## config.mk

```make
export PLATFORM = sky130hd
export DESIGN_NAME = ssmc_top
export DESIGN_NICKNAME = d
export VERILOG_FILES = /design/src/hw/ssmc_pkg.sv /design/src/hw/ssmc_top.sv
export SDC_FILE = /design/constraint.sdc
export NUM_CORES = 1
export LEC_CHECK = 0
export ABC_AREA = 1
export BUFFER_PORTS_ARGS = -buffer_cell sky130_fd_sc_hd__clkbuf_2
export CORE_MARGIN = 4
export CORE_UTILIZATION = 51
export CTS_CLUSTER_DIAMETER = 50
export DETAILED_ROUTE_END_ITERATION = 6
export PLACE_DENSITY = 0.78
export SLEW_MARGIN = 20
export SYNTH_ARGS = -nofsm -noshare
export SYNTH_HDL_FRONTEND = slang
export SYNTH_SLANG_ARGS = --single-unit
```

## constraint.sdc

```tcl
create_clock -name clk_sys -period 1.64 [get_ports clk_sys]
set_clock_uncertainty 0.2 [all_clocks]
set_input_delay 0.164 -clock clk_sys [delete_from_list [all_inputs] [get_ports clk_sys]]
set_output_delay 0.164 -clock clk_sys [all_outputs]
set_load 0.05 [all_outputs]
```

## src/hw/ssmc_pkg.sv

```systemverilog
package ssmc_pkg;

  // Decoded supervisor operating state
  typedef enum logic [1:0] {
    SSMC_OFF    = 2'h0,
    SSMC_NORMAL = 2'h1,
    SSMC_FULL   = 2'h2
  } ssmc_state_t;

  // Power mode encoding at the mode input
  typedef enum logic [1:0] {
    SSMC_PM_ACTIVE = 2'h0,
    SSMC_PM_LPM01  = 2'h1,
    SSMC_PM_LPM234 = 2'h2
  } ssmc_pmode_t;

  // Clock rate in kHz and wakeup hold time in microseconds
  localparam int unsigned CLK_KHZ        = 40000;
  localparam int unsigned SLOW_WAKE_US   = 150;
  localparam int unsigned SLOW_WAKE_CYC  = SLOW_WAKE_US * CLK_KHZ / 1000;
  // Settling delay after a control write, in microseconds
  localparam int unsigned SETTLE_US      = 150;
  localparam int unsigned SETTLE_CYC     = SETTLE_US * CLK_KHZ / 1000;
  localparam int unsigned CNT_W          = 16;

endpackage

```

## src/hw/ssmc_top.sv

```systemverilog
`timescale 1ns/10ps
// Overview of operation
// - Fast wakeup when low side off or full-perf
// - Slow wakeup when low side normal
// - Slow wakeup holds core about 150 us
// - Active/LPM0/1 decode: off, normal, full
// - LPM2/3/4 decode via lpm-keep and auto bits
// - Control write raises both settle flags
// - Overvoltage enable makes monitor raise reset
// - High auto control idles monitor in LPM2/3/4
// - Low-side event gives reset or interrupt
module ssmc_top
  import ssmc_pkg::*;
#(
  parameter int unsigned SLOW_CYC   = ssmc_pkg::SLOW_WAKE_CYC,
  parameter int unsigned SETTLE_LEN = ssmc_pkg::SETTLE_CYC
) (
  input  wire logic                  clk_sys,
  input  wire logic                  arst_n,
  input  wire ssmc_pkg::ssmc_pmode_t power_mode,
  input  wire logic                  low_sup_enable,
  input  wire logic                  low_sup_lpm_keep,
  input  wire logic                  low_sup_full_perf,
  input  wire logic                  low_mon_enable,
  input  wire logic                  low_mon_full_perf,
  input  wire logic                  low_auto_control,
  input  wire logic                  high_sup_enable,
  input  wire logic                  high_sup_lpm_keep,
  input  wire logic                  high_sup_full_perf,
  input  wire logic                  high_mon_enable,
  input  wire logic                  high_mon_full_perf,
  input  wire logic                  high_auto_control,
  input  wire logic                  overvoltage_prot_enable,
  input  wire logic                  ctl_write,
  input  wire logic                  wake_req,
  input  wire logic                  low_event,
  input  wire logic                  high_over_event,
  input  wire logic                  low_event_reset_sel,
  output logic [1:0]                 low_sup_state,
  output logic [1:0]                 low_mon_state,
  output logic [1:0]                 high_sup_state,
  output logic [1:0]                 high_mon_state,
  output logic                       slow_wake_sel,
  output logic                       core_resume,
  output logic                       low_settle_flag,
  output logic                       high_settle_flag,
  output logic                       por_req,
  output logic                       low_event_irq
);

  ////////////////////////////////////////////////////////////////////////////
  // Reset release through two flops; async assert, sync release
  logic rst_meta;       // First stage, read only by second
  logic rst_n;          // Released reset used everywhere

  always_ff @(posedge clk_sys or negedge arst_n) begin
    if (!arst_n) begin
      rst_meta <= 1'b0;
      rst_n    <= 1'b0;
    end else begin
      rst_meta <= 1'b1;
      rst_n    <= rst_meta;
    end
  end

  ////////////////////////////////////////////////////////////////////////////
  // Active-mode decode of one supervisor or monitor
  function automatic ssmc_state_t am_dec(input logic en, input logic fp);
    if (!en) begin
      am_dec = SSMC_OFF;
    end else if (fp) begin
      am_dec = SSMC_FULL;
    end else begin
      am_dec = SSMC_NORMAL;
    end
  endfunction

  // Deep-mode decode; auto drops state one step
  function automatic ssmc_state_t deep_dec(input ssmc_state_t am, input logic keep,
                                           input logic autoc);
    if (!keep || am == SSMC_OFF) begin
      deep_dec = SSMC_OFF;
    end else if (!autoc) begin
      deep_dec = am;
    end else if (am == SSMC_FULL) begin
      deep_dec = SSMC_NORMAL;
    end else begin
      deep_dec = SSMC_OFF;
    end
  endfunction

  ////////////////////////////////////////////////////////////////////////////
  // State decode, registered on every edge
  ssmc_state_t next_low_sup;   // Next low supervisor state
  ssmc_state_t next_low_mon;   // Next low monitor state
  ssmc_state_t next_high_sup;  // Next high supervisor state
  ssmc_state_t next_high_mon;  // Next high monitor state
  logic        next_slow;      // Next slow wakeup select
  logic        deep;           // In LPM2/3/4

  always_comb begin
    deep          = (power_mode == SSMC_PM_LPM234);
    next_low_sup  = am_dec(low_sup_enable, low_sup_full_perf);
    next_low_mon  = am_dec(low_mon_enable, low_mon_full_perf);
    next_high_sup = am_dec(high_sup_enable, high_sup_full_perf);
    next_high_mon = am_dec(high_mon_enable, high_mon_full_perf);
    // Monitors have no lpm-keep bit: they stay on per the table
    if (deep) begin
      next_low_sup  = deep_dec(next_low_sup, low_sup_lpm_keep, low_auto_control);
      next_low_mon  = deep_dec(next_low_mon, 1'b1, low_auto_control);
      next_high_sup = deep_dec(next_high_sup, high_sup_lpm_keep, high_auto_control);
      // Auto control idles the high monitor outright
      if (high_auto_control) begin
        next_high_mon = SSMC_OFF;
      end
    end
    // Slow when a low-side unit is enabled without full-perf, whatever the power mode
    next_slow = (low_sup_enable && !low_sup_full_perf) ||
                (low_mon_enable && !low_mon_full_perf);
  end

  always_ff @(posedge clk_sys or negedge rst_n) begin
    if (!rst_n) begin
      low_sup_state  <= SSMC_OFF;
      low_mon_state  <= SSMC_OFF;
      high_sup_state <= SSMC_OFF;
      high_mon_state <= SSMC_OFF;
      slow_wake_sel  <= 1'b0;
    end else begin
      low_sup_state  <= next_low_sup;
      low_mon_state  <= next_low_mon;
      high_sup_state <= next_high_sup;
      high_mon_state <= next_high_mon;
      slow_wake_sel  <= next_slow;
    end
  end

  ////////////////////////////////////////////////////////////////////////////
  // Wakeup timer; holds core for the slow path
  logic [CNT_W-1:0] wake_cnt;       // Cycles left before resume
  logic             wake_busy;      // Slow wakeup in progress
  logic [CNT_W-1:0] next_wake_cnt;
  logic             next_wake_busy;
  logic             next_resume;

  always_comb begin
    next_wake_cnt  = wake_cnt;
    next_wake_busy = wake_busy;
    next_resume    = 1'b0;
    if (wake_busy) begin
      if (wake_cnt == CNT_W'(1)) begin
        next_wake_busy = 1'b0;
        next_resume    = 1'b1;
      end
      next_wake_cnt = wake_cnt - CNT_W'(1);
    end else if (wake_req) begin
      if (slow_wake_sel) begin
        next_wake_busy = 1'b1;
        next_wake_cnt  = CNT_W'(SLOW_CYC);
      end else begin
        next_resume = 1'b1;
      end
    end
  end

  always_ff @(posedge clk_sys or negedge rst_n) begin
    if (!rst_n) begin
      wake_cnt    <= '0;
      wake_busy   <= 1'b0;
      core_resume <= 1'b0;
    end else begin
      wake_cnt    <= next_wake_cnt;
      wake_busy   <= next_wake_busy;
      core_resume <= next_resume;
    end
  end

  ////////////////////////////////////////////////////////////////////////////
  // Settle flags: a write restarts the delay, so the set wins
  logic [CNT_W-1:0] settle_cnt;
  logic [CNT_W-1:0] next_settle_cnt;
  logic             next_settle;

  always_comb begin
    next_settle_cnt = settle_cnt;
    if (ctl_write) begin
      next_settle_cnt = CNT_W'(SETTLE_LEN);
    end else if (settle_cnt != '0) begin
      next_settle_cnt = settle_cnt - CNT_W'(1);
    end
    next_settle = (next_settle_cnt != '0);
  end

  always_ff @(posedge clk_sys or negedge rst_n) begin
    if (!rst_n) begin
      settle_cnt       <= '0;
      low_settle_flag  <= 1'b0;
      high_settle_flag <= 1'b0;
    end else begin
      settle_cnt       <= next_settle_cnt;
      low_settle_flag  <= next_settle;
      high_settle_flag <= next_settle;
    end
  end

  ////////////////////////////////////////////////////////////////////////////
  // Reset and interrupt requests from supervisor events
  logic next_por;
  logic next_irq;
  logic hm_on;   // High monitor currently active

  always_comb begin
    hm_on    = (high_mon_state != SSMC_OFF);
    next_por = (overvoltage_prot_enable && hm_on && high_over_event) ||
               (low_event && low_event_reset_sel);
    next_irq = low_event && !low_event_reset_sel;
  end

  always_ff @(posedge clk_sys or negedge rst_n) begin
    if (!rst_n) begin
      por_req       <= 1'b0;
      low_event_irq <= 1'b0;
    end else begin
      por_req       <= next_por;
      low_event_irq <= next_irq;
    end
  end

  ////////////////////////////////////////////////////////////////////////////
  // Checks
  property p_wake_fast;
    @(posedge clk_sys) disable iff (!rst_n)
    (wake_req && !wake_busy && !slow_wake_sel) |=> core_resume;
  endproperty
  a_wake_fast: assert property (p_wake_fast) else $error("fast wake late");
  property p_wake_slow;
    @(posedge clk_sys) disable iff (!rst_n)
    (wake_req && !wake_busy && slow_wake_sel) |=> !core_resume [*2];
  endproperty
  a_wake_slow: assert property (p_wake_slow) else $error("slow wake early");
  property p_slow_sel;
    @(posedge clk_sys) disable iff (!rst_n)
    (low_sup_enable && !low_sup_full_perf) |=> slow_wake_sel;
  endproperty
  a_slow_sel: assert property (p_slow_sel) else $error("slow not chosen");
  property p_resume_end;
    @(posedge clk_sys) disable iff (!rst_n)
    (wake_busy && wake_cnt == CNT_W'(1)) |=> core_resume && !wake_busy;
  endproperty
  a_resume_end: assert property (p_resume_end) else $error("slow resume miss");

  property p_am_decode;
    @(posedge clk_sys) disable iff (!rst_n)
    (power_mode != SSMC_PM_LPM234 && low_sup_enable && low_sup_full_perf)
      |=> low_sup_state == SSMC_FULL;
  endproperty
  a_am_decode: assert property (p_am_decode) else $error("am decode wrong");
  property p_deep_auto;
    @(posedge clk_sys) disable iff (!rst_n)
    (deep && low_sup_enable && low_sup_lpm_keep && low_sup_full_perf && low_auto_control)
      |=> low_sup_state == SSMC_NORMAL;
  endproperty
  a_deep_auto: assert property (p_deep_auto) else $error("auto decode wrong");

  property p_settle;
    @(posedge clk_sys) disable iff (!rst_n)
    ctl_write |=> low_settle_flag && high_settle_flag;
  endproperty
  a_settle: assert property (p_settle) else $error("settle flag missing");

  property p_ovp;
    @(posedge clk_sys) disable iff (!rst_n)
    (overvoltage_prot_enable && hm_on && high_over_event) |=> por_req;
  endproperty
  a_ovp: assert property (p_ovp) else $error("ovp reset missing");

  property p_hm_idle;
    @(posedge clk_sys) disable iff (!rst_n)
    (deep && high_auto_control) |=> high_mon_state == SSMC_OFF;
  endproperty
  a_hm_idle: assert property (p_hm_idle) else $error("high monitor active");
  // An overvoltage trip in the same cycle may legally raise the reset too
  property p_low_irq;
    @(posedge clk_sys) disable iff (!rst_n)
    (low_event && !low_event_reset_sel && !high_over_event) |=> low_event_irq && !por_req [*1];
  endproperty
  a_low_irq: assert property (p_low_irq) else $error("low event path");

  c_slow_wake: cover property (@(posedge clk_sys) disable iff (!rst_n)
    wake_busy ##1 core_resume);
  c_fast_wake: cover property (@(posedge clk_sys) disable iff (!rst_n)
    wake_req && !slow_wake_sel ##1 core_resume);
  c_settle_end: cover property (@(posedge clk_sys) disable iff (!rst_n)
    low_settle_flag ##1 !low_settle_flag);
  c_ovp: cover property (@(posedge clk_sys) disable iff (!rst_n) por_req);

endmodule // ssmc_top

```

[Word-level counts from Yosys, hierarchy flattened]
Cells that the tools add are included.
Word-level totals
  bits in writable memories: 0
  bits in registers: 48
  bits in latches: 0
  logic and storage cells: 80
  bits of input ports: 22
  output and inout port bits: 14
  bits in read-only memories: 0
  memories kept: 0
Cells by class
  $add $sub $neg: 2
  eq/ne operators: 5
  reductions and logical operators: 24
  magnitude comparators: 0
  bitwise logic cells: 0
  multipliers: 0
  muxes and demuxes: 35
  divide/modulo/power cells: 0
  shift operators: 0
Operators by type and width (number)
  $mux 16: 5
  $mux 2: 19
  $reduce_bool 16->1: 2
  $sub 16x1->16 const B: 2
  $eq 16x1->1 const B: 1
  $mux 1: 11
  $eq 2x2->1 const B: 4
  $logic_and 1x1->1: 6
  $logic_not 2->1: 3
  $reduce_bool 2->1: 3
  $logic_not 1->1: 5
  $logic_or 1x1->1: 4
  $reduce_and 2->1: 1

[Longest topological paths before layout]
Gate-level depths: netlist (run 1).
  depth after elaboration: 7
  gate-level depth with buffers: 11

[Least setup slack after synthesis (run 1)]
OpenSTA, ideal clock, no wires.
  path type: register to register
  start: register slow_wake_sel
  end: register wake_cnt[10]
  cell stages (with the launch flop): 10
  buffers on the path: 0
  library setup time: 0.128 ns
  data arrival time: 1.553 ns
  setup slack: -0.242 ns
  clock period less this slack: 1.882 ns
  path through: dfrtp_1 > nand2_1 > nand2_1 > nand2_1 > nor2_1 > nand3_1 > nor3_2 > inv_1 > o21ai_1 > nand3_1
Between the ends
  longest elaborated chain between the ends: 2
RTL lines
  start: declaration: line ssmc_top.sv:43  | output logic slow_wake_sel,
  start signal: assignment: line ssmc_top.sv:134  | slow_wake_sel <= next_slow;
  $reduce_bool 2->1 (no source line)
  $reduce_and 2->1 (no source line)
  end signal: assignment: line ssmc_top.sv:172  | wake_cnt <= next_wake_cnt;
  end: declaration: line ssmc_top.sv:140  | logic [CNT_W-1:0] wake_cnt;
No other way between the ends.
A chain may end at the register's enable or synchronous reset.

[Worst setup path after layout (run 1)]
  start: register wake_cnt[1]
  end: register wake_cnt[10]
Between the ends
  longest elaborated chain between the ends: 2
RTL lines
  $sub 16x1->16: line ssmc_top.sv:155  | next_wake_cnt = wake_cnt - CNT_W'(1);
  $mux 16: line ssmc_top.sv:150  | if (wake_busy) begin
No other way between the ends.

==> flow_summary.json, run 1 <==
{
  "routabilityCongestion": 0.843,
  "cp.required_ps": 1630,
  "wl_per_cell_um": 23.4,
  "busiest_layer": "met2",
  "clk_pin_slew_ps": 110,
  "hpwlAfterDp_um": 4640,
  "end_kind": "flip-flop",
  "vias_per_cell": 6.47,
  "slowest_delay_ps": 410,
  "start_util_pct": 53.8,
  "vias": 3565,
  "stdcell_count": 551,
  "crit_chain": "inv_2, ha_4, inv_2, nor2_4, nand2_2, nor2_4, nand3_2, nor3_2, inv_1, o21ai_1, nand3_1",
  "synthFlopType": "dfrtp_1",
  "antenna_cells": 0,
  "power_density_mw_per_mm2": 685,
  "irDropWorstVdd_mv": 0.818,
  "grt_setup_unrepaired": "true",
  "drt_iter0_markers": 794,
  "drive_gt1_share_pct": 46.1,
  "antenna_found_initial": 0,
  "worstMarginPinSlew_ps": 569,
  "syn_to_final_growth_pct": 60.6,
  "cp_num_buf_inv": 3,
  "cts-htree-levels": 2,
  "run_status": "finished with violations",
  "cts.sinks": 48,
  "ys_seq_elements": 48,
  "wl_um": 12900,
  "critical_path.startpoint_type": "flip-flop",
  "synthesis.area_per_instance_um2": 7.47,
  "yosysMostFrequentCell": "nand2_1",
  "timing.final.ws_setup_ps": -443,
  "netlist_top_cells_area": "dfrtp_1, nand2_1, nor2_1, inv_1, nand3_1",
  "ant_nets": 0,
  "place_ws_ps": -242,
  "crit_slowest_cell": "dfrtp_1",
  "synth_top_area_share_pct": 46.3,
  "drc_errors": 34,
  "clockBufferDepth": 2,
  "fmaxAchievable_ghz": 0.480,
  "tritoncts.num_buffers": 5,
  "port_buffers": 35,
  "yosys.cell_types.count": 27,
  "fin_hold_ws_ps": 51.0,
  "critPathTopFamily": "simple AND/OR/NAND/NOR gates",
  "synthArstFlopShare_pct": 100,
  "setup-tns-final_ps": -5750,
  "syn_area_mm2": 0.00259,
  "worst_hold_path_type": "reg2async",
  "core_area_mm2": 0.00482,
  "hold_viol_final": 0,
  "layout.nets": 509,
  "grt.total_usage_pct": 28.5,
  "dr.pass1.iters": 7,
  "synth_nets": 373,
  "rows": 25,
  "grt_pass1_wl_um": 13900,
  "worstPathMaxFanout": 2,
  "slew_headroom_pct": 61.9,
  "reg2regPathDepth": 11,
  "fin_crit_sh_pct": 127,
  "crit_arrival_ps": 2070,
  "met3_usage_pct": 4.99,
  "synth_enable_flop_cells": 0,
  "cap_violations": 0,
  "die_h_um": 79.3,
  "die-area_mm2": 0.00629,
  "grt_max_degree": 32,
  "syn_inst": 347,
  "clk-insertion-delay-late_ps": 310,
  "cp.depth": 11,
  "grt_use_met2_pct": 48.0,
  "synth_warnings": 0,
  "grt_use_met1_pct": 36.0,
  "ios": 36,
  "cts_root_buf": "clkbuf_8",
  "ys_seq_area_share_pct": 46.3,
  "grt_pass1_vias": 3013,
  "setup_violations": 30,
  "dp_cells": 489,
  "synthTopCellsByCount": "nand2_1, nor2_1, inv_1, dfrtp_1, nand3_1",
  "fp.dieW_um": 79.3,
  "crit_type": "reg2reg",
  "violations": "DRC, setup timing",
  "gr-total-overflow": 0,
  "regToRegSetupSlack_ps": -440,
  "period_minus_slack_ps": 2080,
  "tritoncts": "built",
  "slew_viol_final": 0,
  "leakagePower_nw": 2.08,
  "yosys.area.top_type": "dfrtp_1"
}
cell type report:
class	instances	area, µm²
tap	67	83.8
multi-input combinational	244	1530
clock buffer	6	82.6
inverter	51	191
fill	206	653
timing repair buffer	133	1050
clock inverter	2	13.8
sequential	48	1210
sequential cells by signal, indices dropped and copies added, names as in the netlist, 2 cells and up:
| signal | count |
|---|---|
| low_mon_state | 2 |
| settle_cnt | 16 |
| wake_cnt | 16 |
| low_sup_state | 2 |
| high_mon_state | 2 |
| high_sup_state | 2 |
layout by cell type, fill, tap and decap left out, types with 7 or more instances in the layout:
cell type,instances
nand2_1,60
buf_4,57
dfrtp_1,43
inv_1,42
clkbuf_2,34
nor2_1,32
nand2_2,30
dlygate4sd3_1,22
nand3_1,19
buf_6,18
nor2_2,16
nor2_4,13
o21ai_0,13
inv_2,9
nand3_2,7
report_power, final:
group,leakage [nW],switching (W),internal (W),total (W)
Clock,0.0516,0.000462,0.000347,0.000808
Sequential,0.548,0.0000538,0.00123,0.00128
Combinational,1.48,0.000450,0.000315,0.000766
Total,2.08,0.000966,0.00189,0.00285
routing by layer:
layer / vias to the layer above / routed length, µm / part of all wire [%]
met5: - / 0 / 0
met1: 1616 / 4320 / 34
met2: 431 / 5530 / 43
met3: 162 / 1780 / 14
li1: 1356 / - / -
met4: 0 / 1240 / 9.6
worst register-to-register path, delay by kind of cell, from the launching register on:
kind | cells | cell delay, ps
adder cells (fa/ha/maj) | 1 | 160
AND/OR/NAND/NOR | 6 | 740
AO/OA/AOI/OAI | 1 | 180
buffers and inverters | 3 | 250
flip-flops | 1 | 410
per-stage QoR:
step,total power [W],util [%],area [µm²]
after CTS,0.00254,77.8,3750
after detailed placement,0.00170,66.2,3190
after global routing,0.00292,86.4,4160
after global placement,0.00169,66.2,3190
after floorplan,0.00152,-,2620
final,0.00285,86.4,4160
cell families (layout without fill, tap and decap cells):
family	Yosys count	count (layout)	synth area share, %
other cells	1	1	0.145
flops	48	48	46.3
xor+xnor	3	3	1.01
fa+ha+maj	4	4	1.93
mux	1	1	0.434
buf+inv	56	192	8.88
compound gates	33	33	6.80
simple gates	201	202	34.5
path summary, 6_finish.rpt:
check	from	end
setup / recovery	wake_cnt[1]	wake_cnt[10]
hold / removal	rst_n	core_resume
max in group asynchronous	rst_n	settle_cnt[2]
hold reg to reg	rst_n	core_resume
setup reg to reg	wake_cnt[1]	wake_cnt[10]
min in group clk_sys	high_sup_enable	high_sup_state[0]
what timing repair did:
item	in CTS	in global routing
pin swaps	19	39
setup endpoints to repair	12	33
setup buffers	16	19
endpoints found under the hold margin	22	0
resized for setup	37	96
hold buffers	24	0
gates cloned	0	1
(Power assumes the default switching activity.)
==> inputs of run 2 (changes only) <==
- GPL_ROUTABILITY_DRIVEN: default -> 0
- REMOVE_ABC_BUFFERS: default -> 1
==> run 2 against run 1 <==
Net effect:
- flip-flop and latch count is the same
- clock power grew 7.3%
- die area is the same
- design area shrank 1.4%
- maximum frequency shrank 3.9%
- sequential power is essentially flat
- utilization shrank 1.2 points
- the run still ends with DRC, setup timing left
- critical path depth shrank 1
- non-clock buffer count shrank 1
- global-route usage grew 0.12 points
- cell count shrank 0.36%
==> flow_summary.json, run 2 (synthesis gave the netlist of run 1 again) <==
{
  "worstPathMaxFanout": 6,
  "tritoncts": "built",
  "die_h_um": 79.3,
  "reg2regPathDepth": 10,
  "grt_pass1_wl_um": 13900,
  "slew_headroom_pct": 65.8,
  "regToRegSetupSlack_ps": -530,
  "end_kind": "flip-flop",
  "final_common_cell": "nand2_1",
  "worst_hold_path_type": "reg2async",
  "critical_path.startpoint_type": "flip-flop",
  "grt.total_usage_pct": 28.6,
  "cp.required_ps": 1610,
  "clk-insertion-delay-late_ps": 320,
  "dr.pass1.iters": 7,
  "gr-total-overflow": 0,
  "syn_to_final_growth_pct": 58.4,
  "cts.sinks": 48,
  "worstMarginPinSlew_ps": 513,
  "layout_common_cells": "nand2_1, buf_4, dfrtp_1, inv_1, clkbuf_2",
  "hpwlAfterDp_um": 4620,
  "crit_end": "high_settle_flag",
  "hold_viol_final": 0,
  "leakagePower_nw": 2.03,
  "crit_start": "settle_cnt[1]",
  "drc_errors": 3,
  "layout.nets": 508,
  "wl_per_cell_um": 22.1,
  "setup_violations": 28,
  "vias": 3470,
  "fin_crit_sh_pct": 132,
  "run_status": "finished with violations",
  "grt_max_degree": 22,
  "timing.rr.end": "high_settle_flag",
  "grt_pass1_vias": 3004,
  "setup-tns-final_ps": -4970,
  "die-area_mm2": 0.00629,
  "violations": "DRC, setup timing",
  "fin_hold_ws_ps": 42.4,
  "clockBufferDepth": 2,
  "power_density_mw_per_mm2": 701,
  "rows": 25,
  "clk_pin_slew_ps": 90,
  "drt_iter0_markers": 617,
  "irDropWorstVdd_mv": 0.685,
  "antenna_cells": 0,
  "drive_gt1_share_pct": 42.3,
  "fp.dieW_um": 79.3,
  "cts-htree-levels": 2,
  "crit_type": "reg2reg",
  "timing.rr.start": "settle_cnt[1]",
  "tritoncts.num_buffers": 5,
  "ant_nets": 0,
  "start_util_pct": 53.8,
  "port_buffers": 35,
  "timing.final.ws_setup_ps": -527,
  "period_minus_slack_ps": 2170,
  "slew_viol_final": 0,
  "fmaxAchievable_ghz": 0.461,
  "ios": 36,
  "crit_arrival_ps": 2140,
  "vias_per_cell": 6.32,
  "cts_root_buf": "clkbuf_8",
  "grt_setup_unrepaired": "true",
  "cap_violations": 0,
  "largestRegisters": "settle_cnt x16, wake_cnt x16",
  "antenna_found_initial": 0,
  "wl_um": 12100,
  "core_area_mm2": 0.00482
}
-- run 2: cell types whose count changed in the layout (fill, tap and decap cells not counted), sizes merged --
cell,before,now
buf,76,75
bufinv,0,1
clkinv,1,0
inv,52,51
-- run 2: repair_timing --
item                                    4_1_cts  5_1_grt
resized for setup                            30       83
cloned                                        0        1
endpoints found under the hold margin        20        0
pin swaps                                    15       39
endpoints found under the setup margin       21       32
setup buffers                                 7       18
hold buffers                                 24        0
-- run 2: routing by layer --
layer | vias up | GRT usage (%) | wire (µm)
met4 | 0 | 11.9 | 1010
met5 | - | 0 | 0
li1 | 1354 | - | -
met3 | 132 | 6.01 | 1660
met1 | 1574 | 33.8 | 4030
met2 | 410 | 50.4 | 5420
-- run 2: critical path, stage by stage, from the launching register on --
cell and delay (ps):
dfrtp_1 430, inv_2 170, ha_4 200, nand2_2 90, nor2_4 150, buf_12 120
nand2_4 80, nand2_1 150, nand3_1 140, nor2_1 140, nand4_1 140
-- run 2: area by class of cell --
type	count	area [µm²]
multi-input combinational	244	1500
sequential	48	1200
timing repair buffer	132	1020
fill	219	711
inverter	51	194
tap	67	83.8
clock buffer	6	72.6
clock inverter	1	30.0
-- run 2: worst min-delay path by stage --
stage	startpoint	to	slack, ps	cells after the start
floorplan	arst_n	rst_meta	-330	0
global route	high_sup_lpm_keep	high_sup_state[1]	70	3
finish	rst_n	settle_cnt[5]	40	0
CTS	high_sup_lpm_keep	high_sup_state[1]	1	3
detailed placement	arst_n	rst_meta	-240	1
global placement	arst_n	rst_meta	-250	1
-- run 2: metrics by stage --
stage / util, % / cells / area, µm² / power [W] / setup WS (ps)
floorplan: - / 342 / 2550 / 0.00150 / -242
global placement: 66.9 / 497 / 3220 / 0.00169 / -167
detailed placement: 66.9 / 497 / 3220 / 0.00170 / -259
CTS: 76.8 / 535 / 3700 / 0.00259 / -209
global route: 85.2 / 549 / 4110 / 0.00296 / -539
finish: 85.2 / 549 / 4110 / 0.00288 / -527
-- run 2: where the power goes --
group          total [W]  internal [W]  switching, W
clock network   0.000867      0.000448      0.000419
registers        0.00129       0.00123     0.0000649
logic           0.000720      0.000294      0.000426
==> inputs of run 3 (changes only) <==
- BUFFER_PORTS_ARGS: -buffer_cell sky130_fd_sc_hd__clkbuf_2 -> -buffer_cell sky130_fd_sc_hd__buf_2
==> run 3 against run 2 <==
Net effect:
- utilization increased by 2.9 points
- hold slack improved by 7.4 ps
- design area increased by 3.4%
- setup slack improved by 53 ps
- global-route usage increased by 3.7 points
- maximum frequency increased by 2.5%
- non-clock buffer count decreased by 1
- the flow still finishes with violations (DRC, setup timing)
- first-iteration DRC count increased by 17%
==> flow_summary.json, run 3 (synthesis gave the netlist of run 1 again) <==
{
  "run_status": "finished with violations",
  "violations": "DRC, setup timing",
  "worstMarginPinSlew_ps": 511,
  "grt.total_usage_pct": 32.3,
  "cts_root_buf": "clkbuf_8",
  "slew_viol_final": 0,
  "layout_common_cells": "nand2_1, buf_4, inv_1, dfrtp_1, buf_2",
  "end_kind": "flip-flop",
  "dr_wl_met3_um": 2060,
  "core_area_mm2": 0.00482,
  "tritoncts.num_buffers": 5,
  "cp.required_ps": 1690,
  "drt_iter0_markers": 721,
  "antenna_cells": 0,
  "wl_um": 13600,
  "cts-htree-levels": 2,
  "grt_max_degree": 22,
  "worst_hold_path_type": "reg2async",
  "crit_type": "reg2reg",
  "fin_crit_sh_pct": 129,
  "largestRegisters": "settle_cnt x16, wake_cnt x16",
  "fp.dieW_um": 79.3,
  "tritoncts": "built",
  "hold_viol_final": 0,
  "critical_path.startpoint_type": "flip-flop",
  "fmaxAchievable_ghz": 0.473,
  "m1WireLength_um": 4320,
  "clk_pin_slew_ps": 110,
  "grt_pass1_vias": 3200,
  "leakagePower_nw": 2.09,
  "period_minus_slack_ps": 2110,
  "final_common_cell": "nand2_1",
  "cts.sinks": 48,
  "wl_met2_um": 5760,
  "crit_arrival_ps": 2170,
  "placed_area_mm2": 0.00323,
  "drc_errors": 1,
  "start_util_pct": 53.8,
  "clockBufferDepth": 2,
  "setup-tns-final_ps": -5630,
  "vias": 3641,
  "fin_hold_ws_ps": 49.7,
  "dr.pass1.iters": 7,
  "utilization_pct": 88.1,
  "ant_nets": 0,
  "grt_setup_unrepaired": "true",
  "vias_per_cell": 6.63,
  "die-area_mm2": 0.00629,
  "die_h_um": 79.3,
  "worstPathMaxFanout": 5,
  "grt_pass1_wl_um": 15600,
  "drive_gt1_share_pct": 48.5,
  "top_layer": "met4",
  "antenna_found_initial": 0,
  "irDropWorstVdd_mv": 0.618,
  "rows": 25,
  "port_buffers": 35,
  "wl_per_cell_um": 24.7,
  "setup_violations": 32,
  "gr-total-overflow": 0,
  "power_density_mw_per_mm2": 694,
  "syn_to_final_growth_pct": 63.7,
  "slew_headroom_pct": 65.9,
  "timing.final.ws_setup_ps": -474,
  "clk-insertion-delay-late_ps": 330,
  "hpwlAfterDp_um": 4830,
  "ios": 36,
  "layout.nets": 507,
  "final_area_mm2": 0.00424,
  "cap_violations": 0
}
[run 3: cell type report]
type | count | area [µm²]
tap | 67 | 83.8
timing repair buffer | 131 | 1020
clock inverter | 2 | 13.8
inverter | 51 | 191
fill | 186 | 573
multi-input combinational | 244 | 1640
sequential | 48 | 1210
clock buffer | 6 | 82.6
[run 3: worst max-delay path, stage by stage, from the launching register on]
cell     delay, ps
dfrtp_1        420
inv_2          170
ha_4           200
nand2_4         80
nor2_4         190
buf_6          150
nand3_1         90
nand2_1        110
nand2_1        110
nand3_1        130
nor2_1          70
nand4_1        110
[run 3: what timing repair did]
action / 4_1_cts / 5_1_grt
pin swaps: 12 / 51
endpoints found under the setup margin: 22 / 33
hold buffers: 23 / 0
endpoints found under the hold margin: 20 / 0
buffers inserted: 6 / 20
gates cloned: 0 / 1
resized for setup: 46 / 119
[run 3: worst paths after layout]
| check | from | endpoint | slack (ps) | cells after the start |
|---|---|---|---|---|
| worst max-delay path | settle_cnt[1] | high_settle_flag | -470 | 11 |
| worst min-delay path | rst_n | low_sup_state[1] | 50 | 0 |
| max in group asynchronous | arst_n | rst_meta | 590 | 3 |
| worst min register to register | rst_n | low_sup_state[1] | 50 | 0 |
| min in group clk_sys | low_auto_control | low_mon_state[1] | 70 | 4 |
| worst max register to register | settle_cnt[1] | high_settle_flag | -470 | 11 |
[run 3: report_power, final]
group / internal [W] / leakage (nW) / switching, W
clock network: 0.000347 / 0.0516 / 0.000482
logic: 0.000326 / 1.49 / 0.000499
registers: 0.00123 / 0.547 / 0.0000642
total: 0.00190 / 2.09 / 0.00105
[run 3: layer usage]
layer,track usage (%),vias up
met2,54.5,443
met5,0,-
met4,17.9,0
met3,8.96,164
li1,-,1358
met1,37.0,1676
[run 3: stage by stage]
| step | std cells | setup WS (ps) | total power, W |
|---|---|---|---|
| after floorplan | 342 | -242 | 0.00150 |
| after global placement | 498 | -171 | 0.00169 |
| after detailed placement | 498 | -254 | 0.00170 |
| after CTS | 535 | -189 | 0.00254 |
| after global routing | 549 | -471 | 0.00299 |
| final | 549 | -474 | 0.00294 |
